<file path="config.mk">
export PLATFORM = sky130hd
export DESIGN_NAME = ebw_bus_ctrl
export DESIGN_NICKNAME = d
export VERILOG_FILES = /design/src/hw/ebw_pkg.sv /design/src/hw/ebw_wait_if.sv /design/src/hw/ebw_wait_gen.sv /design/src/hw/ebw_bus_ctrl.sv
export SDC_FILE = /design/constraint.sdc
export NUM_CORES = 1
export LEC_CHECK = 0
export BUFFER_PORTS_ARGS = -buffer_cell sky130_fd_sc_hd__buf_4
export CAP_MARGIN = 20
export CELL_PAD_IN_SITES_DETAIL_PLACEMENT = 1
export CELL_PAD_IN_SITES_GLOBAL_PLACEMENT = 1
export CORE_MARGIN = 5
export CORE_UTILIZATION = 46
export CTS_BUF_LIST = sky130_fd_sc_hd__clkbuf_16
export DETAILED_ROUTE_END_ITERATION = 16
export HOLD_SLACK_MARGIN = 0.08
export PLACE_DENSITY_LB_ADDON = 0.1
export SYNTH_ARGS = -nofsm -noshare
export SYNTH_HDL_FRONTEND = slang
export SYNTH_HIERARCHICAL = 1
export SYNTH_SLANG_ARGS = --single-unit
</file>
<file path="constraint.sdc">
create_clock -name clk -period 4.62 [get_ports clk]
set_input_delay 0 -clock clk [delete_from_list [all_inputs] [get_ports clk]]
set_output_delay 0 -clock clk [all_outputs]
set_load 0.1 [all_outputs]
</file>
<file path="src/hw/ebw_pkg.sv">
// Function
// [RULE1] mode 00: internal ready follows external ready, counter ignored
// [RULE2] mode 01: internal ready follows counter ready, external ignored
// [RULE3] mode 10: internal ready low when either ready is low
// [RULE4] mode 11: internal ready low only when both readies are low
// [RULE5] access stretches while internal ready high, completes when it is low
// [RULE6] wait counter loads wait count field (0..7) at each access start
// [RULE7] counter decrements each cycle to zero, then holds zero
// [RULE8] counter ready high while counter nonzero, low at zero
// [RULE9] after reset every strobe uses seven wait states
// [RULE10] new wait settings may lag up to three instruction fetches
// [RULE11] per-strobe wait settings, identical on primary and expansion interfaces
// [RULE12] bank-switch detection only for strobe zero and strobe one
// [RULE13] compare value n compares address bits 23 down to 24-n
// [RULE14] compare values 16 and above compare only sixteen top bits
// [RULE15] last-access upper bits register, cleared at reset
// [RULE16] mismatching primary read gets one idle cycle with strobe high
// [RULE17] matching read proceeds normally without idle cycle
// [RULE18] stored bits update on reads and writes; idle only on reads
// [RULE19] compare value zero disables idle cycle insertion
// [RULE20] new compare width may lag up to three instruction fetches
// [RULE21] counter mode with count zero completes in first cycle
// [RULE22] external ready held high until memory can finish, then low
package ebw_pkg;
  localparam int ADDR_W = 24;
  localparam int CNT_W = 3;
  localparam int MODE_W = 2;
  localparam int CMP_W = 5;
  localparam logic [CNT_W-1:0] WAIT_RESET = 3'h7;
  localparam logic [CMP_W-1:0] CMP_RESET = 5'h00;
  localparam logic [CMP_W-1:0] CMP_MAX = 5'h10;
  localparam int MAX_CMP_BITS = 16;
  localparam int SETTLE_FETCHES = 3;
  typedef enum logic [MODE_W-1:0] {
    EBW_MODE_EXT = 2'h0,
    EBW_MODE_CNT = 2'h1,
    EBW_MODE_OR = 2'h2,
    EBW_MODE_AND = 2'h3
  } ebw_mode_t;
endpackage : ebw_pkg

</file>
<file path="src/hw/ebw_wait_if.sv">
`timescale 1ns/1ns
interface ebw_wait_if;
  import ebw_pkg::*;
  logic start;
  logic [CNT_W-1:0] waitCount;
  ebw_mode_t mode;
  logic extReady_n;
  logic internalReady_n;
  logic counterReady_n;
  modport ctrl (output start, output waitCount, output mode, output extReady_n,
    input internalReady_n, input counterReady_n);
  modport gen (input start, input waitCount, input mode, input extReady_n,
    output internalReady_n, output counterReady_n);
endinterface : ebw_wait_if

</file>
<file path="src/hw/ebw_wait_gen.sv">
`timescale 1ns/1ns
module ebw_wait_gen
  import ebw_pkg::*;
(
  input wire logic clk,
  input wire logic rst,
  ebw_wait_if.gen w
);
  logic [CNT_W-1:0] count;

  // counter loads at access start, then runs down to zero and holds
  always_ff @(posedge clk or posedge rst) begin
    if (rst) begin
      count <= '0;
    end else if (w.start) begin
      // the start cycle already counts as the first cycle of the countdown
      count <= (w.waitCount != '0) ? w.waitCount - 3'h1 : '0; // see [RULE6]
    end else if (count != '0) begin
      count <= count - 3'h1; // see [RULE7]
    end
  end

  // on the start cycle the loaded value is what counts, so zero waits finishes at once
  logic [CNT_W-1:0] effCount;
  assign effCount = w.start ? w.waitCount : count;
  assign w.counterReady_n = (effCount != '0); // see [RULE8] [RULE21]

  always_comb begin
    unique case (w.mode)
      EBW_MODE_EXT: w.internalReady_n = w.extReady_n; // see [RULE1]
      EBW_MODE_CNT: w.internalReady_n = w.counterReady_n; // see [RULE2]
      EBW_MODE_OR: w.internalReady_n = w.extReady_n & w.counterReady_n; // see [RULE3]
      EBW_MODE_AND: w.internalReady_n = w.extReady_n | w.counterReady_n; // see [RULE4]
    endcase
  end

  chk_counter_hold: assert property (@(posedge clk) disable iff (rst)
    (!w.start && count == '0) |=> (count == '0 || $past(w.start)))
    else $error("wait counter left zero without a start"); // see [RULE7]
  chk_counter_ready: assert property (@(posedge clk) disable iff (rst)
    !w.start |-> (w.counterReady_n == (count != '0)))
    else $error("counter ready does not match counter"); // see [RULE8]
  chk_ext_mode: assert property (@(posedge clk) disable iff (rst)
    w.mode == EBW_MODE_EXT |-> w.internalReady_n == w.extReady_n)
    else $error("external mode ready mismatch"); // see [RULE1]
  chk_cnt_mode: assert property (@(posedge clk) disable iff (rst)
    w.mode == EBW_MODE_CNT |-> w.internalReady_n == w.counterReady_n)
    else $error("counter mode ready mismatch"); // see [RULE2]
  chk_or_mode: assert property (@(posedge clk) disable iff (rst)
    (w.mode == EBW_MODE_OR && (!w.extReady_n || !w.counterReady_n)) |-> !w.internalReady_n)
    else $error("either-ready mode failed to complete"); // see [RULE3]
  chk_and_mode: assert property (@(posedge clk) disable iff (rst)
    (w.mode == EBW_MODE_AND && (w.extReady_n || w.counterReady_n)) |-> w.internalReady_n)
    else $error("both-ready mode completed early"); // see [RULE4]
  chk_count_down: assert property (@(posedge clk) disable iff (rst)
    (w.start && w.waitCount == 3'h3 && w.mode == EBW_MODE_CNT) ##1 (!w.start)[*3]
    |-> !w.internalReady_n)
    else $error("three-wait access not ready on fourth cycle"); // see [RULE6]
endmodule : ebw_wait_gen

</file>
<file path="src/hw/ebw_bus_ctrl.sv">
`timescale 1ns/1ns
module ebw_bus_ctrl
  import ebw_pkg::*;
#(
  parameter int NUM_STROBES = 2,
  parameter int FETCH_LAG = SETTLE_FETCHES
) (
  input wire logic clk,
  input wire logic rst,
  input wire logic accessReq,
  input wire logic accessWrite,
  input wire logic accessExpansion,
  input wire logic [$clog2(NUM_STROBES+1)-1:0] accessStrobe,
  input wire logic [ADDR_W-1:0] accessAddr,
  input wire logic instrFetch,
  input wire logic cfgWrite,
  input wire logic cfgExpansion,
  input wire logic [$clog2(NUM_STROBES+1)-1:0] cfgStrobe,
  input wire logic [CNT_W-1:0] cfgWaitCount,
  input wire logic [MODE_W-1:0] cfgWaitMode,
  input wire logic [CMP_W-1:0] cfgBankCompare,
  input wire logic extReady_n,
  output logic accessDone,
  output logic internal_ready_n,
  output logic counter_ready_n,
  output logic bankIdle,
  output logic bus_strobe_n,
  output logic [ADDR_W-1:0] busAddr,
  output logic [CMP_W-1:0] bank_compare_width
);
  // strobes 0..NUM_STROBES-1 are primary, index NUM_STROBES is the expansion strobe
  localparam int NS = NUM_STROBES + 1;
  localparam int SW = $clog2(NS);
  localparam int LAG_W = $clog2(FETCH_LAG + 2);
  localparam logic [LAG_W-1:0] LAG_FULL = LAG_W'(FETCH_LAG);

  typedef enum logic [1:0] {EBW_IDLE, EBW_SWITCH, EBW_ACCESS} ebw_state_t;
  ebw_state_t state;

  // pending settings wait out the fetch lag before they take hold
  logic [CNT_W-1:0] pendCount [NS];
  logic [MODE_W-1:0] pendMode [NS];
  logic [CNT_W-1:0] liveCount [NS];
  logic [MODE_W-1:0] liveMode [NS];
  logic [CMP_W-1:0] pendCmp;
  logic [LAG_W-1:0] lag;
  logic [SW-1:0] cfgIdx;
  assign cfgIdx = cfgExpansion ? SW'(NUM_STROBES) : SW'(cfgStrobe);

  generate
    for (genvar i = 0; i < NS; i++) begin : g_strobe
      always_ff @(posedge clk or posedge rst) begin
        if (rst) begin
          pendCount[i] <= WAIT_RESET; // see [RULE9]
          pendMode[i] <= EBW_MODE_CNT;
          liveCount[i] <= WAIT_RESET; // see [RULE9]
          liveMode[i] <= EBW_MODE_CNT;
        end else begin
          if (cfgWrite && cfgIdx == SW'(i)) begin
            pendCount[i] <= cfgWaitCount; // see [RULE11]
            pendMode[i] <= cfgWaitMode;
          end
          if (lag == LAG_W'(1) && instrFetch) begin
            liveCount[i] <= pendCount[i]; // see [RULE10]
            liveMode[i] <= pendMode[i];
          end
        end
      end
    end
  endgenerate

  always_ff @(posedge clk or posedge rst) begin
    if (rst) begin
      pendCmp <= CMP_RESET;
      bank_compare_width <= CMP_RESET;
    end else begin
      if (cfgWrite && !cfgExpansion) begin
        pendCmp <= cfgBankCompare;
      end
      if (lag == LAG_W'(1) && instrFetch) begin
        bank_compare_width <= pendCmp; // see [RULE20]
      end
    end
  end

  // a new write restarts the lag; changes land after the third fetch
  always_ff @(posedge clk or posedge rst) begin
    if (rst) begin
      lag <= '0;
    end else if (cfgWrite) begin
      lag <= LAG_FULL; // see [RULE10] [RULE20]
    end else if (instrFetch && lag != '0) begin
      lag <= lag - LAG_W'(1);
    end
  end

  // bank mask: top min(n,16) address bits
  logic [ADDR_W-1:0] bankMask;
  always_comb begin
    bankMask = '0;
    for (int b = 0; b < MAX_CMP_BITS; b++) begin
      if (bank_compare_width > CMP_W'(b)) begin
        bankMask[ADDR_W-1-b] = 1'b1; // see [RULE13] [RULE14]
      end
    end
  end

  logic [ADDR_W-1:0] lastBank;
  logic primary;
  logic banked;
  logic mismatch;
  assign primary = !accessExpansion;
  assign banked = primary && (accessStrobe == SW'(0) || accessStrobe == SW'(1)); // see [RULE12]
  assign mismatch = (accessAddr & bankMask) != lastBank;

  logic [SW-1:0] curIdx;
  logic [SW-1:0] reqIdx;
  assign reqIdx = accessExpansion ? SW'(NUM_STROBES) : SW'(accessStrobe);

  ebw_wait_if w ();
  logic startWait;
  assign w.start = startWait;
  assign w.waitCount = liveCount[reqIdx];
  // on the accepting cycle curIdx still names the previous access
  logic [SW-1:0] modeIdx;
  assign modeIdx = (state == EBW_IDLE) ? reqIdx : curIdx;
  assign w.mode = ebw_mode_t'(liveMode[modeIdx]);
  assign w.extReady_n = extReady_n;
  assign internal_ready_n = w.internalReady_n;
  assign counter_ready_n = w.counterReady_n;

  ebw_wait_gen u_wait (
    .clk(clk),
    .rst(rst),
    .w(w)
  );

  logic needSwitch;
  // zero width gives an all-zero mask, but lastBank may still hold older bits, so width zero is gated here
  assign needSwitch = banked && !accessWrite && (bank_compare_width != '0) && mismatch; // see [RULE16] [RULE18] [RULE19]

  // counter starts when the strobe actually goes active
  always_comb begin
    startWait = 1'b0;
    if (state == EBW_IDLE && accessReq && !needSwitch) begin
      startWait = 1'b1; // see [RULE17]
    end else if (state == EBW_SWITCH) begin
      startWait = 1'b1;
    end
  end

  logic active;
  assign active = startWait || state == EBW_ACCESS;
  assign accessDone = active && !w.internalReady_n; // see [RULE5]
  assign bus_strobe_n = !active; // see [RULE16]
  // the inserted cycle is the accepting cycle itself: strobe held high
  assign bankIdle = (state == EBW_IDLE) && accessReq && needSwitch; // see [RULE16]

  always_ff @(posedge clk or posedge rst) begin
    if (rst) begin
      state <= EBW_IDLE;
      curIdx <= '0;
    end else begin
      unique case (state)
        EBW_IDLE: begin
          if (accessReq) begin
            curIdx <= reqIdx;
            if (needSwitch) begin
              state <= EBW_SWITCH; // see [RULE16]
            end else if (w.internalReady_n) begin
              state <= EBW_ACCESS; // see [RULE5]
            end
          end
        end
        EBW_SWITCH: state <= w.internalReady_n ? EBW_ACCESS : EBW_IDLE;
        EBW_ACCESS: if (!w.internalReady_n) state <= EBW_IDLE; // see [RULE5]
        default: state <= EBW_IDLE;
      endcase
    end
  end

  always_ff @(posedge clk or posedge rst) begin
    if (rst) begin
      busAddr <= '0;
    end else if (state == EBW_IDLE && accessReq) begin
      busAddr <= accessAddr;
    end
  end

  always_ff @(posedge clk or posedge rst) begin
    if (rst) begin
      lastBank <= '0; // see [RULE15]
    end else if (state == EBW_IDLE && accessReq && primary) begin
      lastBank <= accessAddr & bankMask; // see [RULE18]
    end
  end

  chk_switch_idle: assert property (@(posedge clk) disable iff (rst)
    (state == EBW_IDLE && accessReq && needSwitch) |-> (bus_strobe_n && bankIdle) ##1 !bus_strobe_n)
    else $error("bank switch did not insert one idle cycle"); // see [RULE16]
  chk_no_write_idle: assert property (@(posedge clk) disable iff (rst)
    (state == EBW_IDLE && accessReq && accessWrite) |-> !bus_strobe_n)
    else $error("write was delayed by bank switch"); // see [RULE18]
  chk_cmp_zero: assert property (@(posedge clk) disable iff (rst)
    (bank_compare_width == '0) |-> !needSwitch)
    else $error("idle cycle with compare width zero"); // see [RULE19]
  chk_stretch: assert property (@(posedge clk) disable iff (rst)
    (active && internal_ready_n) |=> (state == EBW_ACCESS))
    else $error("access not stretched while not ready"); // see [RULE5]
  chk_last_reset: assert property (@(posedge clk)
    $fell(rst) |-> lastBank == '0)
    else $error("last bank not cleared by reset"); // see [RULE15]
endmodule : ebw_bus_ctrl

</file>
==> key figures <==
Yosys
  • Synth top area share: 0.382
  • Synth area leader: dfrtp_1
  • Post-synth EDFFs: 0
  • Combinational family with the most area after synthesis: simple AND/OR/NAND/NOR gates
  • Compound-gate portion of the synthesized area: 0.110
  • Syn_area_per_cell: 10.4 um^2
  • Ys Warns: 6
  • Flops & latches, synth: 90
  • Post-Syn Area: 4320 um^2
  • Most used flip-flop cell after synthesis: dfrtp_1
  • Simple-gate share of the synthesized area: 0.167
  • Most frequent cells after synthesis: 90 x nand2_1, 66 x dfrtp_1, 40 x mux2_2
  • Sequential area share after synthesis: 0.528
  • Cell count after synthesis: 415
  • Count leader, synth: nand2_1
  • Syn_nets: 469
  • Synth Area in XOR/XNOR: 0.0223
  • Top cells by area, synth: dfrtp_1 38%, dfstp_2 15%, mux2_2 10%, nand2_1 7.8%, o21ai_0 4.1%
  • Mux contribution to synthesized area: 0.116
  • Post-synth cell types: 54
  • Adder-Cell Fraction of Synth Area: 0.0203
  • Fraction of registers with async set/reset: 1.00

Die
  • Total die area: 11400 um^2
  • IO Pins: 81
  • Initial Util: 0.470
  • Core area: 9200 um^2
  • Die Width: 107 um
  • Std-Cell Rows: 35
  • Die Ht: 107 um

CTS
  • Clock Pin Slew Worst Setup and Hold Paths: 0.06 ns
  • CTS tree: yes
  • Clock insertion delay at the later pin of the skew report: 0.34 ns
  • CTS root buffer: clkbuf_16
  • H-tree lvl count: 3
  • Total CTS buffers: 9
  • CTS Sinks: 90
  • Clock Tree Buf Depth: 2

Critical path
  • Worst Setup Start Kind: flip-flop
  • Crit Path Category: reg2out
  • Crit-path max FO: 19
  • Worst path max stage delay: 0.58 ns
  • Worst path required time: 4.62 ns
  • Worst path cell trace: or2_1 > a221o_1 > a2111oi_2 > nor4b_2 > and3_1 > o31a_1 > nor4b_4 > o21ai_0 > a22o_2 > nor3_4 > buf_4
  • Critical Path AT: 4.10 ns
  • Slowest CP cell: dfrtp_1
  • Crit path capture type: output pin

STA
  • Final Setup Violations: 0
  • Unrepaired setup endpoints after global routing: no
  • Worst Tran Pin Value: 1.01 ns
  • Slew Limit Fails: 0
  • Final Hold Vio Count: 0
  • Final worst-path cycle share: 0.887
  • Fmax: 244 MHz
  • Rel. slew slack: 0.326
  • Tmin final: 4.10 ns
  • Clock Skew: 0.00693 ns
  • Setup WS post-layout: 0.521 ns
  • Sum Neg Setup Slack: 0 ns

Power and ir drop
  • Pwr per Cell Area: 781 nW/um^2
  • VDD IR max: 426 uV
  • Pleak: 2.70 nW

Drt
  • Drt first pass iters: 5
  • Routed Antenna Nets: 0
  • DRC Markers: 0
  • DR vias: 3489
  • Iter 0 DRT Violations: 141
  • Routed WL: 11700 um
  • DR vias/cell: 5.39
  • DR WL/cell: 18.1 um

Job
  • Max-cap violations: 0

Place
  • Placer Congestion: 0.803
  • Worst slack, placed: 0.930 ns
  • Port Buffer Count: 80
  • Post-DP HPWL: 7790 um

Global route
  • Initial antenna violation count: 0
  • First-pass GRT wire length: 19500 um
  • Grt ovf: 0
  • GRT Total Usage: 0.218
  • Vias in the first global route: 3790
  • Maximum number of pins on one net before global-route repair: 45

Finish
  • Share of layout cells above drive strength 1: 0.328
  • Nets: 585
  • ANT cells: 0
  • Layout area overhead: 34.0%

Worst hold path
  • Hold Path Class: in2async

Outcome
  • Status: finished clean
[layout by cell type (no fill, tap or decap), types with 7 or more instances in the layout]
cell / count
dfstp_2: 24
nand2_1: 90
clkbuf_16: 10
o21ai_0: 35
ha_1: 7
xnor2_1: 9
dlygate4sd3_1: 41
mux2_2: 40
nand3_1: 7
buf_4: 81
inv_1: 18
nor2_1: 14
dfrtp_1: 66
[per-stage QoR]
stage	power, W	util	std cells	hold slack (ns)	instance area, um^2
6_report	0.00452	0.630	647	0.0956	5790
2_1_floorplan	0.00312	-	415	-0.246	4340
4_1_cts	0.00452	0.625	645	0.0825	5750
3_5_place_dp	0.00364	0.544	588	-0.109	5000
3_3_place_gp	0.00355	0.544	588	-0.114	5000
5_1_grt	0.00476	0.630	647	0.115	5790
[final cells by class]
cell class	instances	area [um^2]
fillers	974	3410
flip-flops and latches	90	2280
multi-input cells	287	1900
repair buffers	124	1060
clock buffers	10	250
well taps	111	139
clock inverters	6	85.1
inverters	19	72.6
[report_power, final]
| part | switching [W] | internal [W] |
|---|---|---|
| clock | 0.000315 | 0.000507 |
| sequential | 0.000280 | 0.00115 |
| combinational | 0.00163 | 0.000642 |
| total | 0.00223 | 0.00230 |
[state kept, by name, summed over array words and instances (netlist names)]
register,count
liveCount,9
liveMode,6
lastBank,16
pendCount,9
pendCmp,5
busAddr,24
curIdx,2
state,2
pendMode,6
lag,3
u_wait/count,3
bank_compare_width,5
[metal layers]
layer	vias up	GRT usage	routed length [um]
met2	72	0.388	6100
met3	11	0.0506	500
met5	-	0	0
met4	0	0.0502	124
li1	1657	-	-
met1	1749	0.268	5020
[cell families (layout without fill, tap and decap cells)]
group | after synthesis | after routing
flip-flops | 90 | 90
adder cells (fa/ha/maj) | 7 | 7
multiplexers | 45 | 45
AO/OA/AOI/OAI | 73 | 73
AND/OR/NAND/NOR | 151 | 151
XOR/XNOR | 11 | 11
buffers and inverters | 38 | 159
[worst paths after layout]
check / slack (ns) / to / startpoint / depth (start not counted)
max reg2reg: 0.98 / state[1] / bank_compare_width[4] / 10
min in group clk: 0.12 / state[1] / extReady_n / 3
max: 0.52 / accessDone / bank_compare_width[4] / 11
max in group asynchronous: 3.24 / liveMode[2] / rst / 4
min: 0.1 / u_wait/count[0] / rst / 3
min reg2reg: 0.48 / busAddr[4] / busAddr[4] / 2
[what timing repair did]
| item | in CTS | in global routing |
|---|---|---|
| hold buffers | 41 | 0 |
| setup buffers | 0 | 0 |
| endpoints found under the hold margin | 98 | 0 |
| resized for setup | 0 | 0 |
[critical path: cells and delay by family, from the launching register on]
family                 cells  cell delay (ns)
AND/OR/NAND/NOR            5             1.44
AO/OA/AOI/OAI              5             1.43
buffers and inverters      1             0.31
flip-flops                 1             0.58
No activity file was read; power rests on OpenSTA's default activity.
